===== config.mk =====
export PLATFORM = sky130hd
export DESIGN_NAME = atp_aux_test_pin_select
export DESIGN_NICKNAME = d
export VERILOG_FILES = /design/src/include/atp_pkg.sv /design/src/rtl/atp_aux_test_pin_select.sv
export SDC_FILE = /design/constraint.sdc
export NUM_CORES = 1
export LEC_CHECK = 0
export ABC_AREA = 0
export BUFFER_PORTS_ARGS = -buffer_cell sky130_fd_sc_hd__clkbuf_2
export CAP_MARGIN = 20
export CORE_ASPECT_RATIO = 0.8
export CORE_UTILIZATION = 40
export CTS_BUF_LIST = sky130_fd_sc_hd__clkbuf_16
export CTS_CLUSTER_SIZE = 28
export DETAILED_ROUTE_END_ITERATION = 8
export SETUP_SLACK_MARGIN = 0.15
export SYNTH_ARGS = -nofsm -noshare
export SYNTH_HDL_FRONTEND = slang
export SYNTH_SLANG_ARGS = --single-unit

===== constraint.sdc =====
create_clock -name clk -period 4.5 [get_ports clk]
set_clock_uncertainty 0.2 [all_clocks]
set_input_delay 0.9 -clock clk [delete_from_list [all_inputs] [get_ports clk]]
set_output_delay 0.9 -clock clk [all_outputs]
set_load 0.05 [all_outputs]

===== src/include/atp_pkg.sv =====
// Package with the register map, select codes and carrier types of the block.
package atp_pkg;

   // ======================================================================
   // Register offsets, field positions and values after reset.
   // ======================================================================
   localparam logic [7:0] ATP_ADDR_SEL      = 8'h38;
   localparam logic [7:0] ATP_ADDR_DAC1     = 8'h39;
   localparam logic [7:0] ATP_ADDR_DAC2     = 8'h3A;
   localparam logic [7:0] ATP_ADDR_ADC      = 8'h3B;
   localparam logic [7:0] ATP_ADDR_PROD     = 8'h3C;
   localparam logic [7:0] ATP_SEL_RST       = 8'h00;
   localparam logic [5:0] ATP_DAC_RST       = 6'h00;
   localparam logic [7:0] ATP_PROD_RST      = 8'hFF;
   localparam logic [7:0] ATP_ADC_RST       = 8'h00;
   localparam logic [7:0] ATP_RD_IDLE       = 8'h00;
   localparam int         ATP_FIRST_SEL_LSB = 4;
   localparam int         ATP_SECOND_SEL_LSB = 0;
   localparam int         ATP_NIB_W         = 4;
   localparam int         ATP_DAC_W         = 6;
   localparam logic [1:0] ATP_DAC_RSVD_RD   = 2'h0;

   // ======================================================================
   // Source select codes, shared by both auxiliary pins.
   // ======================================================================
   typedef enum logic [3:0] {
      ATP_SRC_TRISTATE = 4'h0,
      ATP_SRC_DAC      = 4'h1,
      ATP_SRC_CORR     = 4'h2,
      ATP_SRC_RSVD3    = 4'h3,
      ATP_SRC_MINLVL   = 4'h4,
      ATP_SRC_ADC_I    = 4'h5,
      ATP_SRC_ADC_Q    = 4'h6,
      ATP_SRC_RSVD7    = 4'h7,
      ATP_SRC_PROD     = 4'h8,
      ATP_SRC_RSVD9    = 4'h9,
      ATP_SRC_HIGH     = 4'hA,
      ATP_SRC_LOW      = 4'hB,
      ATP_SRC_TX       = 4'hC,
      ATP_SRC_RX       = 4'hD,
      ATP_SRC_SUBC     = 4'hE,
      ATP_SRC_TBUS     = 4'hF
   } atp_src_sel_t;

   // Analog route towards the pin's current-source driver.
   typedef enum logic [2:0] {
      ATP_ANA_NONE   = 3'h0,
      ATP_ANA_DAC    = 3'h1,
      ATP_ANA_CORR   = 3'h2,
      ATP_ANA_MINLVL = 3'h3,
      ATP_ANA_ADC_I  = 3'h4,
      ATP_ANA_ADC_Q  = 3'h5,
      ATP_ANA_PROD   = 3'h6
   } atp_ana_t;

   // ======================================================================
   // Carriers.
   // ======================================================================
   typedef struct packed {
      logic     level;
      logic     oe;
      logic     ana_en;
      atp_ana_t ana_src;
   } atp_pin_t;

   typedef struct packed {
      logic [7:0] addr;
      logic [7:0] wdata;
      logic       wr;
      logic       rd;
   } atp_bus_req_t;

   typedef struct packed {
      logic       transmit_active_flag;
      logic       receive_active_flag;
      logic       subcarrier_detected;
      logic [7:0] test_bus;
      logic [2:0] test_bus_bit_choice;
   } atp_status_t;

endpackage


===== src/rtl/atp_aux_test_pin_select.sv =====
// Auxiliary test pin source select with its test DAC and ADC registers.
`timescale 1ns/100ps

module atp_aux_test_pin_select
   import atp_pkg::*;
(
   // Clock and reset.
   input  wire logic                 clk,
   input  wire logic                 reset,
   // Register port.
   input  wire atp_pkg::atp_bus_req_t bus_req,
   output logic [7:0]                rd_data,
   // Status from the transceiver logic, same clock.
   input  wire atp_pkg::atp_status_t  status,
   // Raw ADC samples from the analog front end, asynchronous.
   input  wire logic [3:0]           adc_i_sample,
   input  wire logic [3:0]           adc_q_sample,
   // Auxiliary pins and the codes for the two test DACs.
   output atp_pkg::atp_pin_t         first_test_out_pin,
   output atp_pkg::atp_pin_t         second_test_out_pin,
   output logic [5:0]                first_test_dac_value,
   output logic [5:0]                second_test_dac_value
);
   import atp_pkg::*;

   // ======================================================================
   // Register state.
   // ======================================================================
   logic [7:0] aux_output_select_r;
   logic [7:0] aux_output_select_nxt;
   logic [5:0] dac1_r;
   logic [5:0] dac2_r;
   logic [7:0] prod_r;
   logic [7:0] adc_meta_r;
   logic [7:0] iq_adc_sample_r;
   logic [7:0] rd_data_r;

   logic       wr_sel;
   logic       wr_dac1;
   logic       wr_dac2;
   logic       wr_prod;

   // Write decode; the bus never has to wait.
   assign wr_sel  = bus_req.wr && (bus_req.addr == ATP_ADDR_SEL);
   assign wr_dac1 = bus_req.wr && (bus_req.addr == ATP_ADDR_DAC1);
   assign wr_dac2 = bus_req.wr && (bus_req.addr == ATP_ADDR_DAC2);
   assign wr_prod = bus_req.wr && (bus_req.addr == ATP_ADDR_PROD);

   // The pins are fed from the next select value, so a write moves the pin
   // on the same edge that stores it, with no extra cycle of lag.
   assign aux_output_select_nxt = wr_sel ? bus_req.wdata
                                         : aux_output_select_r;

   // Select register, both nibbles writable.
   always_ff @(posedge clk) begin
      if (reset) begin
         aux_output_select_r <= ATP_SEL_RST;
      end else begin
         aux_output_select_r <= aux_output_select_nxt;
      end
   end

   // Test DAC codes; top two bits of each word are dropped on write.
   always_ff @(posedge clk) begin
      if (reset) begin
         dac1_r <= ATP_DAC_RST;
         dac2_r <= ATP_DAC_RST;
      end else begin
         if (wr_dac1) begin
            dac1_r <= bus_req.wdata[ATP_DAC_W-1:0];
         end
         if (wr_dac2) begin
            dac2_r <= bus_req.wdata[ATP_DAC_W-1:0];
         end
      end
   end

   // Production register keeps whatever the test floor writes to it.
   always_ff @(posedge clk) begin
      if (reset) begin
         prod_r <= ATP_PROD_RST;
      end else if (wr_prod) begin
         prod_r <= bus_req.wdata;
      end
   end

   // ADC samples come from another timing domain: two flops before use.
   always_ff @(posedge clk) begin
      if (reset) begin
         adc_meta_r      <= ATP_ADC_RST;
         iq_adc_sample_r <= ATP_ADC_RST;
      end else begin
         adc_meta_r      <= {adc_i_sample, adc_q_sample};
         iq_adc_sample_r <= adc_meta_r;
      end
   end

   // ======================================================================
   // Read port: data stand in the cycle after the strobe, zero otherwise.
   // ======================================================================
   always_ff @(posedge clk) begin
      if (reset) begin
         rd_data_r <= ATP_RD_IDLE;
      end else if (bus_req.rd) begin
         case (bus_req.addr)
            ATP_ADDR_SEL: begin
               rd_data_r <= aux_output_select_r;
            end
            ATP_ADDR_DAC1: begin
               rd_data_r <= {ATP_DAC_RSVD_RD, dac1_r};
            end
            ATP_ADDR_DAC2: begin
               rd_data_r <= {ATP_DAC_RSVD_RD, dac2_r};
            end
            ATP_ADDR_ADC: begin
               rd_data_r <= iq_adc_sample_r;
            end
            ATP_ADDR_PROD: begin
               rd_data_r <= prod_r;
            end
            default: begin
               rd_data_r <= ATP_RD_IDLE;
            end
         endcase
      end else begin
         rd_data_r <= ATP_RD_IDLE;
      end
   end

   // ======================================================================
   // Pin routing. Analog codes only steer the current-source driver; the
   // digital driver stays off then, so the two never fight on the pin.
   // ======================================================================
   function automatic atp_pin_t route_pin(input logic [3:0]  sel,
                                          input atp_status_t st);
      atp_pin_t p;
      p = '0;
      case (atp_src_sel_t'(sel))
         ATP_SRC_TRISTATE: begin
            p = '0;
         end
         ATP_SRC_DAC: begin
            p.ana_en  = 1'b1;
            p.ana_src = ATP_ANA_DAC;
         end
         ATP_SRC_CORR: begin
            p.ana_en  = 1'b1;
            p.ana_src = ATP_ANA_CORR;
         end
         ATP_SRC_MINLVL: begin
            p.ana_en  = 1'b1;
            p.ana_src = ATP_ANA_MINLVL;
         end
         ATP_SRC_ADC_I: begin
            p.ana_en  = 1'b1;
            p.ana_src = ATP_ANA_ADC_I;
         end
         ATP_SRC_ADC_Q: begin
            p.ana_en  = 1'b1;
            p.ana_src = ATP_ANA_ADC_Q;
         end
         ATP_SRC_PROD: begin
            p.ana_en  = 1'b1;
            p.ana_src = ATP_ANA_PROD;
         end
         ATP_SRC_HIGH: begin
            p.oe    = 1'b1;
            p.level = 1'b1;
         end
         ATP_SRC_LOW: begin
            p.oe    = 1'b1;
            p.level = 1'b0;
         end
         ATP_SRC_TX: begin
            p.oe    = 1'b1;
            p.level = st.transmit_active_flag;
         end
         ATP_SRC_RX: begin
            p.oe    = 1'b1;
            p.level = st.receive_active_flag;
         end
         ATP_SRC_SUBC: begin
            p.oe    = 1'b1;
            p.level = st.subcarrier_detected;
         end
         ATP_SRC_TBUS: begin
            p.oe    = 1'b1;
            p.level = st.test_bus[st.test_bus_bit_choice];
         end
         default: begin
            p = '0;
         end
      endcase
      return p;
   endfunction

   // Index 0 is the second pin (low nibble), index 1 the first pin.
   genvar g;
   generate
      for (g = 0; g < 2; g++) begin : g_pin
         atp_pin_t pin_r;
         always_ff @(posedge clk) begin
            if (reset) begin
               pin_r <= '0;
            end else begin
               pin_r <= route_pin(
                  aux_output_select_nxt[g*ATP_NIB_W +: ATP_NIB_W], status);
            end
         end
      end
   endgenerate

   // Outputs, each straight from a flop.
   assign rd_data               = rd_data_r;
   assign first_test_out_pin    = g_pin[1].pin_r;
   assign second_test_out_pin   = g_pin[0].pin_r;
   assign first_test_dac_value  = dac1_r;
   assign second_test_dac_value = dac2_r;

   // ======================================================================
   // Assertions.
   // ======================================================================
   logic [3:0] sel1;
   logic [3:0] sel2;
   assign sel1 = aux_output_select_r[ATP_FIRST_SEL_LSB +: ATP_NIB_W];
   assign sel2 = aux_output_select_r[ATP_SECOND_SEL_LSB +: ATP_NIB_W];
endmodule


==> results of run 1 <==
cells by family after synthesis:
group / count (synthesis)
buffers and inverters: 15
and+or+nand+nor: 122
AOI/OAI and AO/OA: 63
DFF: 64
muxes: 17
xor gates and xnor gates: 2
flip-flops by register name (all words and copies together), names as in the netlist:
name,flops
first_test_out_pin,6
second_test_dac_value,6
rd_data,8
first_test_dac_value,6
iq_adc_sample_r,8
prod_r,8
second_test_out_pin,6
aux_output_select_r,8
adc_meta_r,8
report_power, final:
part	switching, W	internal [W]
clock	0.000238	0.000479
combinational	0.0000317	0.0000256
sequential	0.00000159	0.000574
cells in the mapped netlist, types with 3 or more instances:
master | instances | area, sq um
sky130_fd_sc_hd__dfxtp_1 | 64 | 1280
sky130_fd_sc_hd__mux2_2 | 4 | 45.0
sky130_fd_sc_hd__nor2b_1 | 18 | 113
sky130_fd_sc_hd__a211o_1 | 8 | 70.1
sky130_fd_sc_hd__nand2_1 | 32 | 120
sky130_fd_sc_hd__o21ai_0 | 6 | 30.0
sky130_fd_sc_hd__nor3_1 | 5 | 25.0
sky130_fd_sc_hd__a31oi_1 | 6 | 37.5
sky130_fd_sc_hd__mux2i_1 | 7 | 70.1
sky130_fd_sc_hd__nor2_1 | 24 | 90.1
sky130_fd_sc_hd__and3_1 | 9 | 56.3
sky130_fd_sc_hd__a22oi_1 | 8 | 60.1
sky130_fd_sc_hd__clkbuf_1 | 12 | 45.0
sky130_fd_sc_hd__nand3_1 | 14 | 70.1
sky130_fd_sc_hd__o21ai_1 | 3 | 15.0
sky130_fd_sc_hd__a222oi_1 | 4 | 40.0
sky130_fd_sc_hd__nand3b_1 | 3 | 22.5
sky130_fd_sc_hd__a21oi_1 | 23 | 115
sky130_fd_sc_hd__nor3b_1 | 3 | 22.5
cell type report:
type,instances,share of cell area
Clock buffer,9,0.0663
Timing Repair Buffer,78,0.119
Tap cell,84,0.0309
Multi-Input combinational cell,204,0.381
Sequential cell,64,0.377
Clock inverter,7,0.0258
routing by layer:
layer / vias up / wire length (um)
li1: 1169 / -
met1: 1100 / 2950
met2: 65 / 2830
met3: 6 / 399
met4: 0 / 55
met5: - / 0
worst max path at each step:
stage / start / end / slack, ns / cells after the start
global route: bus_req[1] / second_test_out_pin[5] / 1.60 / 7
CTS: bus_req[1] / second_test_out_pin[5] / 1.74 / 7
floorplan: bus_req[12] / second_test_out_pin[5] / 1.76 / 7
detailed placement: bus_req[1] / second_test_out_pin[5] / 1.42 / 7
global placement: bus_req[1] / second_test_out_pin[5] / 1.48 / 7
finish: bus_req[1] / second_test_out_pin[5] / 1.70 / 7
critical path: stages:
cell,delay [ns]
sky130_fd_sc_hd__clkbuf_2,0.30
sky130_fd_sc_hd__nand4_2,0.15
sky130_fd_sc_hd__buf_4,0.31
sky130_fd_sc_hd__mux2i_2,0.41
sky130_fd_sc_hd__mux2_2,0.38
sky130_fd_sc_hd__a221oi_1,0.26
sky130_fd_sc_hd__nor2_1,0.08
metrics by stage:
stage | setup WS, ns | std cells | power (W) | hold slack [ns] | instance area, sq um
detailed placement | 1.42 | 430 | 0.000645 | 0.220 | 3080
floorplan | 1.76 | 283 | 0.000614 | 0.214 | 2650
global placement | 1.48 | 430 | 0.000644 | 0.219 | 3080
global route | 1.60 | 446 | 0.00140 | 0.255 | 3400
CTS | 1.74 | 446 | 0.00136 | 0.232 | 3400
finish | 1.70 | 446 | 0.00135 | 0.230 | 3400
==> impl_metrics.toml, run 1 <==
[clock_tree]
cts-htree-levels = 3
tritoncts_clock_tree = "done"
cts_setup_buffers = 0
cts-buffers-inserted = 9
cts_num_sinks = 64
postCtsResizedCells = 0
ctsRootBufferMaster = "sky130_fd_sc_hd__clkbuf_16"
clock_tree.buffer_depth = 2
cts.hold.buffers_added = 0
clkTransAtPathRegs_ns = 0.05
clock_insertion_delay_worst_skew_ns = 0.32

[routing]
wl_um = 6240
detailroute.via_count = 2340
route.detailed.drc = 0
vias_per_std_cell = 5.25
iteration_count_of_the_initial_detailed_routing_pass = 4
routedWlPerCell_um = 14.0
drt-initial-drc-count = 150
postRouteAntennaNets = 0

[setup_path]
rr_startpoint = "aux_output_select_r[0]"
worst_ep_required_time_ns = 4.50
r2r_cells = 4
worstPathArrival_ns = 2.80
critical_path.endpoint_type = "flop"
cp_max_fo = 25
r2r_slack_ns = 2.75
crit_path_start_kind = "primary input"
regToRegEndpoint = "second_test_out_pin[5]"
setup.worst_path.class = "in2reg"

[layout]
mostFrequentLayoutCell = "sky130_fd_sc_hd__clkbuf_2"
final_layout_size_suffix_gt1_frac = 0.290
area_taken_by_flip_flops_and_latches_sq_mm = 0.00128
final.fill_count = 612
layout-area-overhead-vs-synth_pct = 28.2
layout.cells.most_common_list = "73 x sky130_fd_sc_hd__clkbuf_2, 64 x sky130_fd_sc_hd__dfxtp_1, 32 x sky130_fd_sc_hd__nand2_1"
multi_input_combinational_cell_area_sq_mm = 0.00129
final_net_count = 399
num_antenna_cells = 0
final_core_util = 0.533

[placed_design]
place.port_buffers = 73
place_hpwl_um = 4370
routabilityCongestion = 0.762

[timing]
maxSlewHeadroom = 0.519
timing.final.setup_violations = 0
fin_setup_tns_ns = 0
worst_slew_pin_slew_ns = 0.717
timing.final.crit_share = 0.621
fmax_mhz = 358
grt_setup_unrepaired = "no"
final_count_of_hold_timing_violations = 0
drv_slew = 0
layout_min_cycle_time_ns = 2.80

[grt]
global_route.usage.met3 = 0.0677
grt_pass1_wl_um = 9830
grt-ovfl-total = 0
grt_usage = 0.186
first_global_vias = 2040
gr-usage-met1 = 0.244
global_route.peak_usage_layer = "met2"
grtUsageMet2 = 0.291
grt_max_degree = 29
antenna_found_initial = 0

[floorplanning]
row_count = 26
floorplan_die_height_um = 74.8
core-area_sq_mm = 0.00638
io_pins = 74
start_util = 0.415
floorplan.die_area_sq_mm = 0.00695
die_w_um = 93.0

[logic_synthesis]
synth_top_family_by_area = "simple AND/OR/NAND/NOR gates"
synth_adder_area_share = 0
yosys.area_share.xor_xnor = 0.00661
mappedNetlistArea_sq_mm = 0.00265
yosys_most_used_dff = "sky130_fd_sc_hd__dfxtp_1"
complex_gate_fraction_of_the_synthesized_area = 0.157
ys_async_sr_fraction = 0
synth-simple-area-share = 0.237
synth_warnings = 0
syn-num-nets = 325
syn-instance-count = 283
synth_enable_flop_cells = 0
synth.yosys.seq_area_share = 0.484
ys_types = 42
muxShareOfSynthArea = 0.0883
synth_seq_cells = 64
syn-mean-instance-area_sq_um = 9.36

[worst_hold_path]
timing.hold.worst.start = "adc_meta_r[6]"
whs_endpoint = "iq_adc_sample_r[6]"
timing.hold.worst_path_depth = 1
holdCritPathClass = "reg2reg"

[power]
power_per_cell_area_mw_per_mm2 = 398
peakVddDrop_mv = 0.260
p_leak_nw = 1.42

[outcome]
status = "complete, no violations"

[job]
max_cap_violations = 0
(Power assumes the default switching activity.)
==> inputs of run 2 (changes only) <==
clock period = 2.8 ns   (was 4.5 ns; I/O delays follow)
==> run 2 against run 1 <==
Sequential cell count unchanged; utilization increased by 1.2 points; global-route usage increased by 1.1 points; cell area increased by 2.2%; setup slack got worse by 1.3 ns; final cell count increased by 1.6%; first-iteration DRC count decreased by 15%.
==> impl_metrics.toml, run 2 (synthesis results as in run 1) <==
[layout]
final_net_count = 406
multi_input_combinational_cell_area_sq_mm = 0.00129
layout.cells.most_common_list = "73 x sky130_fd_sc_hd__clkbuf_2, 64 x sky130_fd_sc_hd__dfxtp_1, 32 x sky130_fd_sc_hd__nand2_1"
final_layout_size_suffix_gt1_frac = 0.304
area_taken_by_flip_flops_and_latches_sq_mm = 0.00128
final_core_util = 0.545
layout-area-overhead-vs-synth_pct = 31.1
final.fill_count = 611
num_antenna_cells = 0
mostFrequentLayoutCell = "sky130_fd_sc_hd__clkbuf_2"

[clock_tree]
cts.hold.buffers_added = 0
cts-htree-levels = 3
clock_tree.buffer_depth = 2
clock_insertion_delay_worst_skew_ns = 0.33
postCtsResizedCells = 0
clkTransAtPathRegs_ns = 0.05
tritoncts_clock_tree = "done"
cts-buffers-inserted = 9
cts_num_sinks = 64
ctsRootBufferMaster = "sky130_fd_sc_hd__clkbuf_16"
cts_setup_buffers = 0

[placed_design]
place_hpwl_um = 4550
place.port_buffers = 73
routabilityCongestion = 0.776

[timing]
timing.final.crit_share = 0.858
timing.final.setup_violations = 0
fmax_mhz = 416
grt_setup_unrepaired = "no"
drv_slew = 0
worst_slew_pin_slew_ns = 0.684
fin_setup_tns_ns = 0
maxSlewHeadroom = 0.541
layout_min_cycle_time_ns = 2.40
final_count_of_hold_timing_violations = 0

[setup_path]
cp_max_fo = 11
startpoint = "bus_req[12]"
worstPathArrival_ns = 2.46
regToRegEndpoint = "second_test_out_pin[5]"
crit_path_start_kind = "primary input"
rr_startpoint = "aux_output_select_r[0]"
worst_ep_required_time_ns = 2.86
setup.worst_path.class = "in2reg"
r2r_cells = 4
critical_path.endpoint_type = "flop"
r2r_slack_ns = 1.22
timing.critical_path.to = "second_test_out_pin[2]"

[routing]
routedWlPerCell_um = 14.2
vias_per_std_cell = 5.23
postRouteAntennaNets = 0
iteration_count_of_the_initial_detailed_routing_pass = 7
route.detailed.drc = 0
drt-initial-drc-count = 128
detailroute.via_count = 2369
wl_um = 6450

[floorplanning]
start_util = 0.415
io_pins = 74
core-area_sq_mm = 0.00638
floorplan_die_height_um = 74.8
die_w_um = 93.0
row_count = 26
floorplan.die_area_sq_mm = 0.00695

[grt]
grt-ovfl-total = 0
antenna_found_initial = 0
grt_usage = 0.197
first_global_vias = 2109
grt_pass1_wl_um = 10300
grt_max_degree = 26

[worst_hold_path]
holdCritPathClass = "reg2reg"

[power]
p_leak_nw = 1.46
power_per_cell_area_mw_per_mm2 = 655
peakVddDrop_mv = 0.435

[job]
max_cap_violations = 0

[outcome]
status = "complete, no violations"
==> run 2: layer usage <==
layer / part of all wire / wire [um] / track usage / vias up
li1: - / - / - / 1181
met1: 0.48 / 3110 / 0.256 / 1112
met2: 0.45 / 2880 / 0.308 / 63
met3: 0.050 / 321 / 0.0566 / 13
met4: 0.022 / 145 / 0.0906 / 0
met5: 0 / 0 / 0 / -
==> run 2: worst min-delay path by stage <==
| stage | slack [ns] | from | depth (start not counted) | to |
|---|---|---|---|---|
| 2_1_floorplan | 0.21 | adc_meta_r[0] | 1 | iq_adc_sample_r[0] |
| 3_3_place_gp | 0.22 | adc_meta_r[5] | 1 | iq_adc_sample_r[5] |
| 3_5_place_dp | 0.22 | adc_meta_r[1] | 1 | iq_adc_sample_r[1] |
| 4_1_cts | 0.24 | adc_i_sample[0] | 2 | adc_meta_r[4] |
| 5_1_grt | 0.25 | adc_meta_r[2] | 1 | iq_adc_sample_r[2] |
| 6_report | 0.23 | adc_meta_r[4] | 1 | iq_adc_sample_r[4] |
==> run 2: worst max-delay path, cell delays in order <==
cell	delay, ns
sky130_fd_sc_hd__clkbuf_2	0.11
sky130_fd_sc_hd__and4b_1	0.29
sky130_fd_sc_hd__nand4_2	0.36
sky130_fd_sc_hd__buf_4	0.33
sky130_fd_sc_hd__mux2i_1	0.36
sky130_fd_sc_hd__and2b_1	0.23
sky130_fd_sc_hd__o21ai_0	0.09
sky130_fd_sc_hd__o21ai_0	0.14
==> run 2: metrics by stage <==
stage,hold slack [ns],total power (W),cell area [sq um],worst slack [ns],instances
floorplan,0.214,0.000987,2650,0.396,283
global placement,0.216,0.00104,3140,0.154,437
detailed placement,0.224,0.00104,3140,0.0709,437
CTS,0.235,0.00229,3470,0.402,453
global route,0.251,0.00234,3470,0.202,453
finish,0.234,0.00228,3470,0.398,453
==> run 2: where the power goes <==
| group | internal [W] | switching [W] |
|---|---|---|
| clock network | 0.000860 | 0.000392 |
| logic | 0.0000432 | 0.0000536 |
| registers | 0.000923 | 0.00000268 |
| total | 0.00183 | 0.000449 |
==> run 2: area by class of cell <==
| type | instances | area share |
|---|---|---|
| clock buffer | 9 | 0.0649 |
| multi-input combinational | 204 | 0.373 |
| sequential | 64 | 0.369 |
| timing repair buffer | 85 | 0.131 |
| clock inverter | 7 | 0.0317 |
| tap | 84 | 0.0303 |
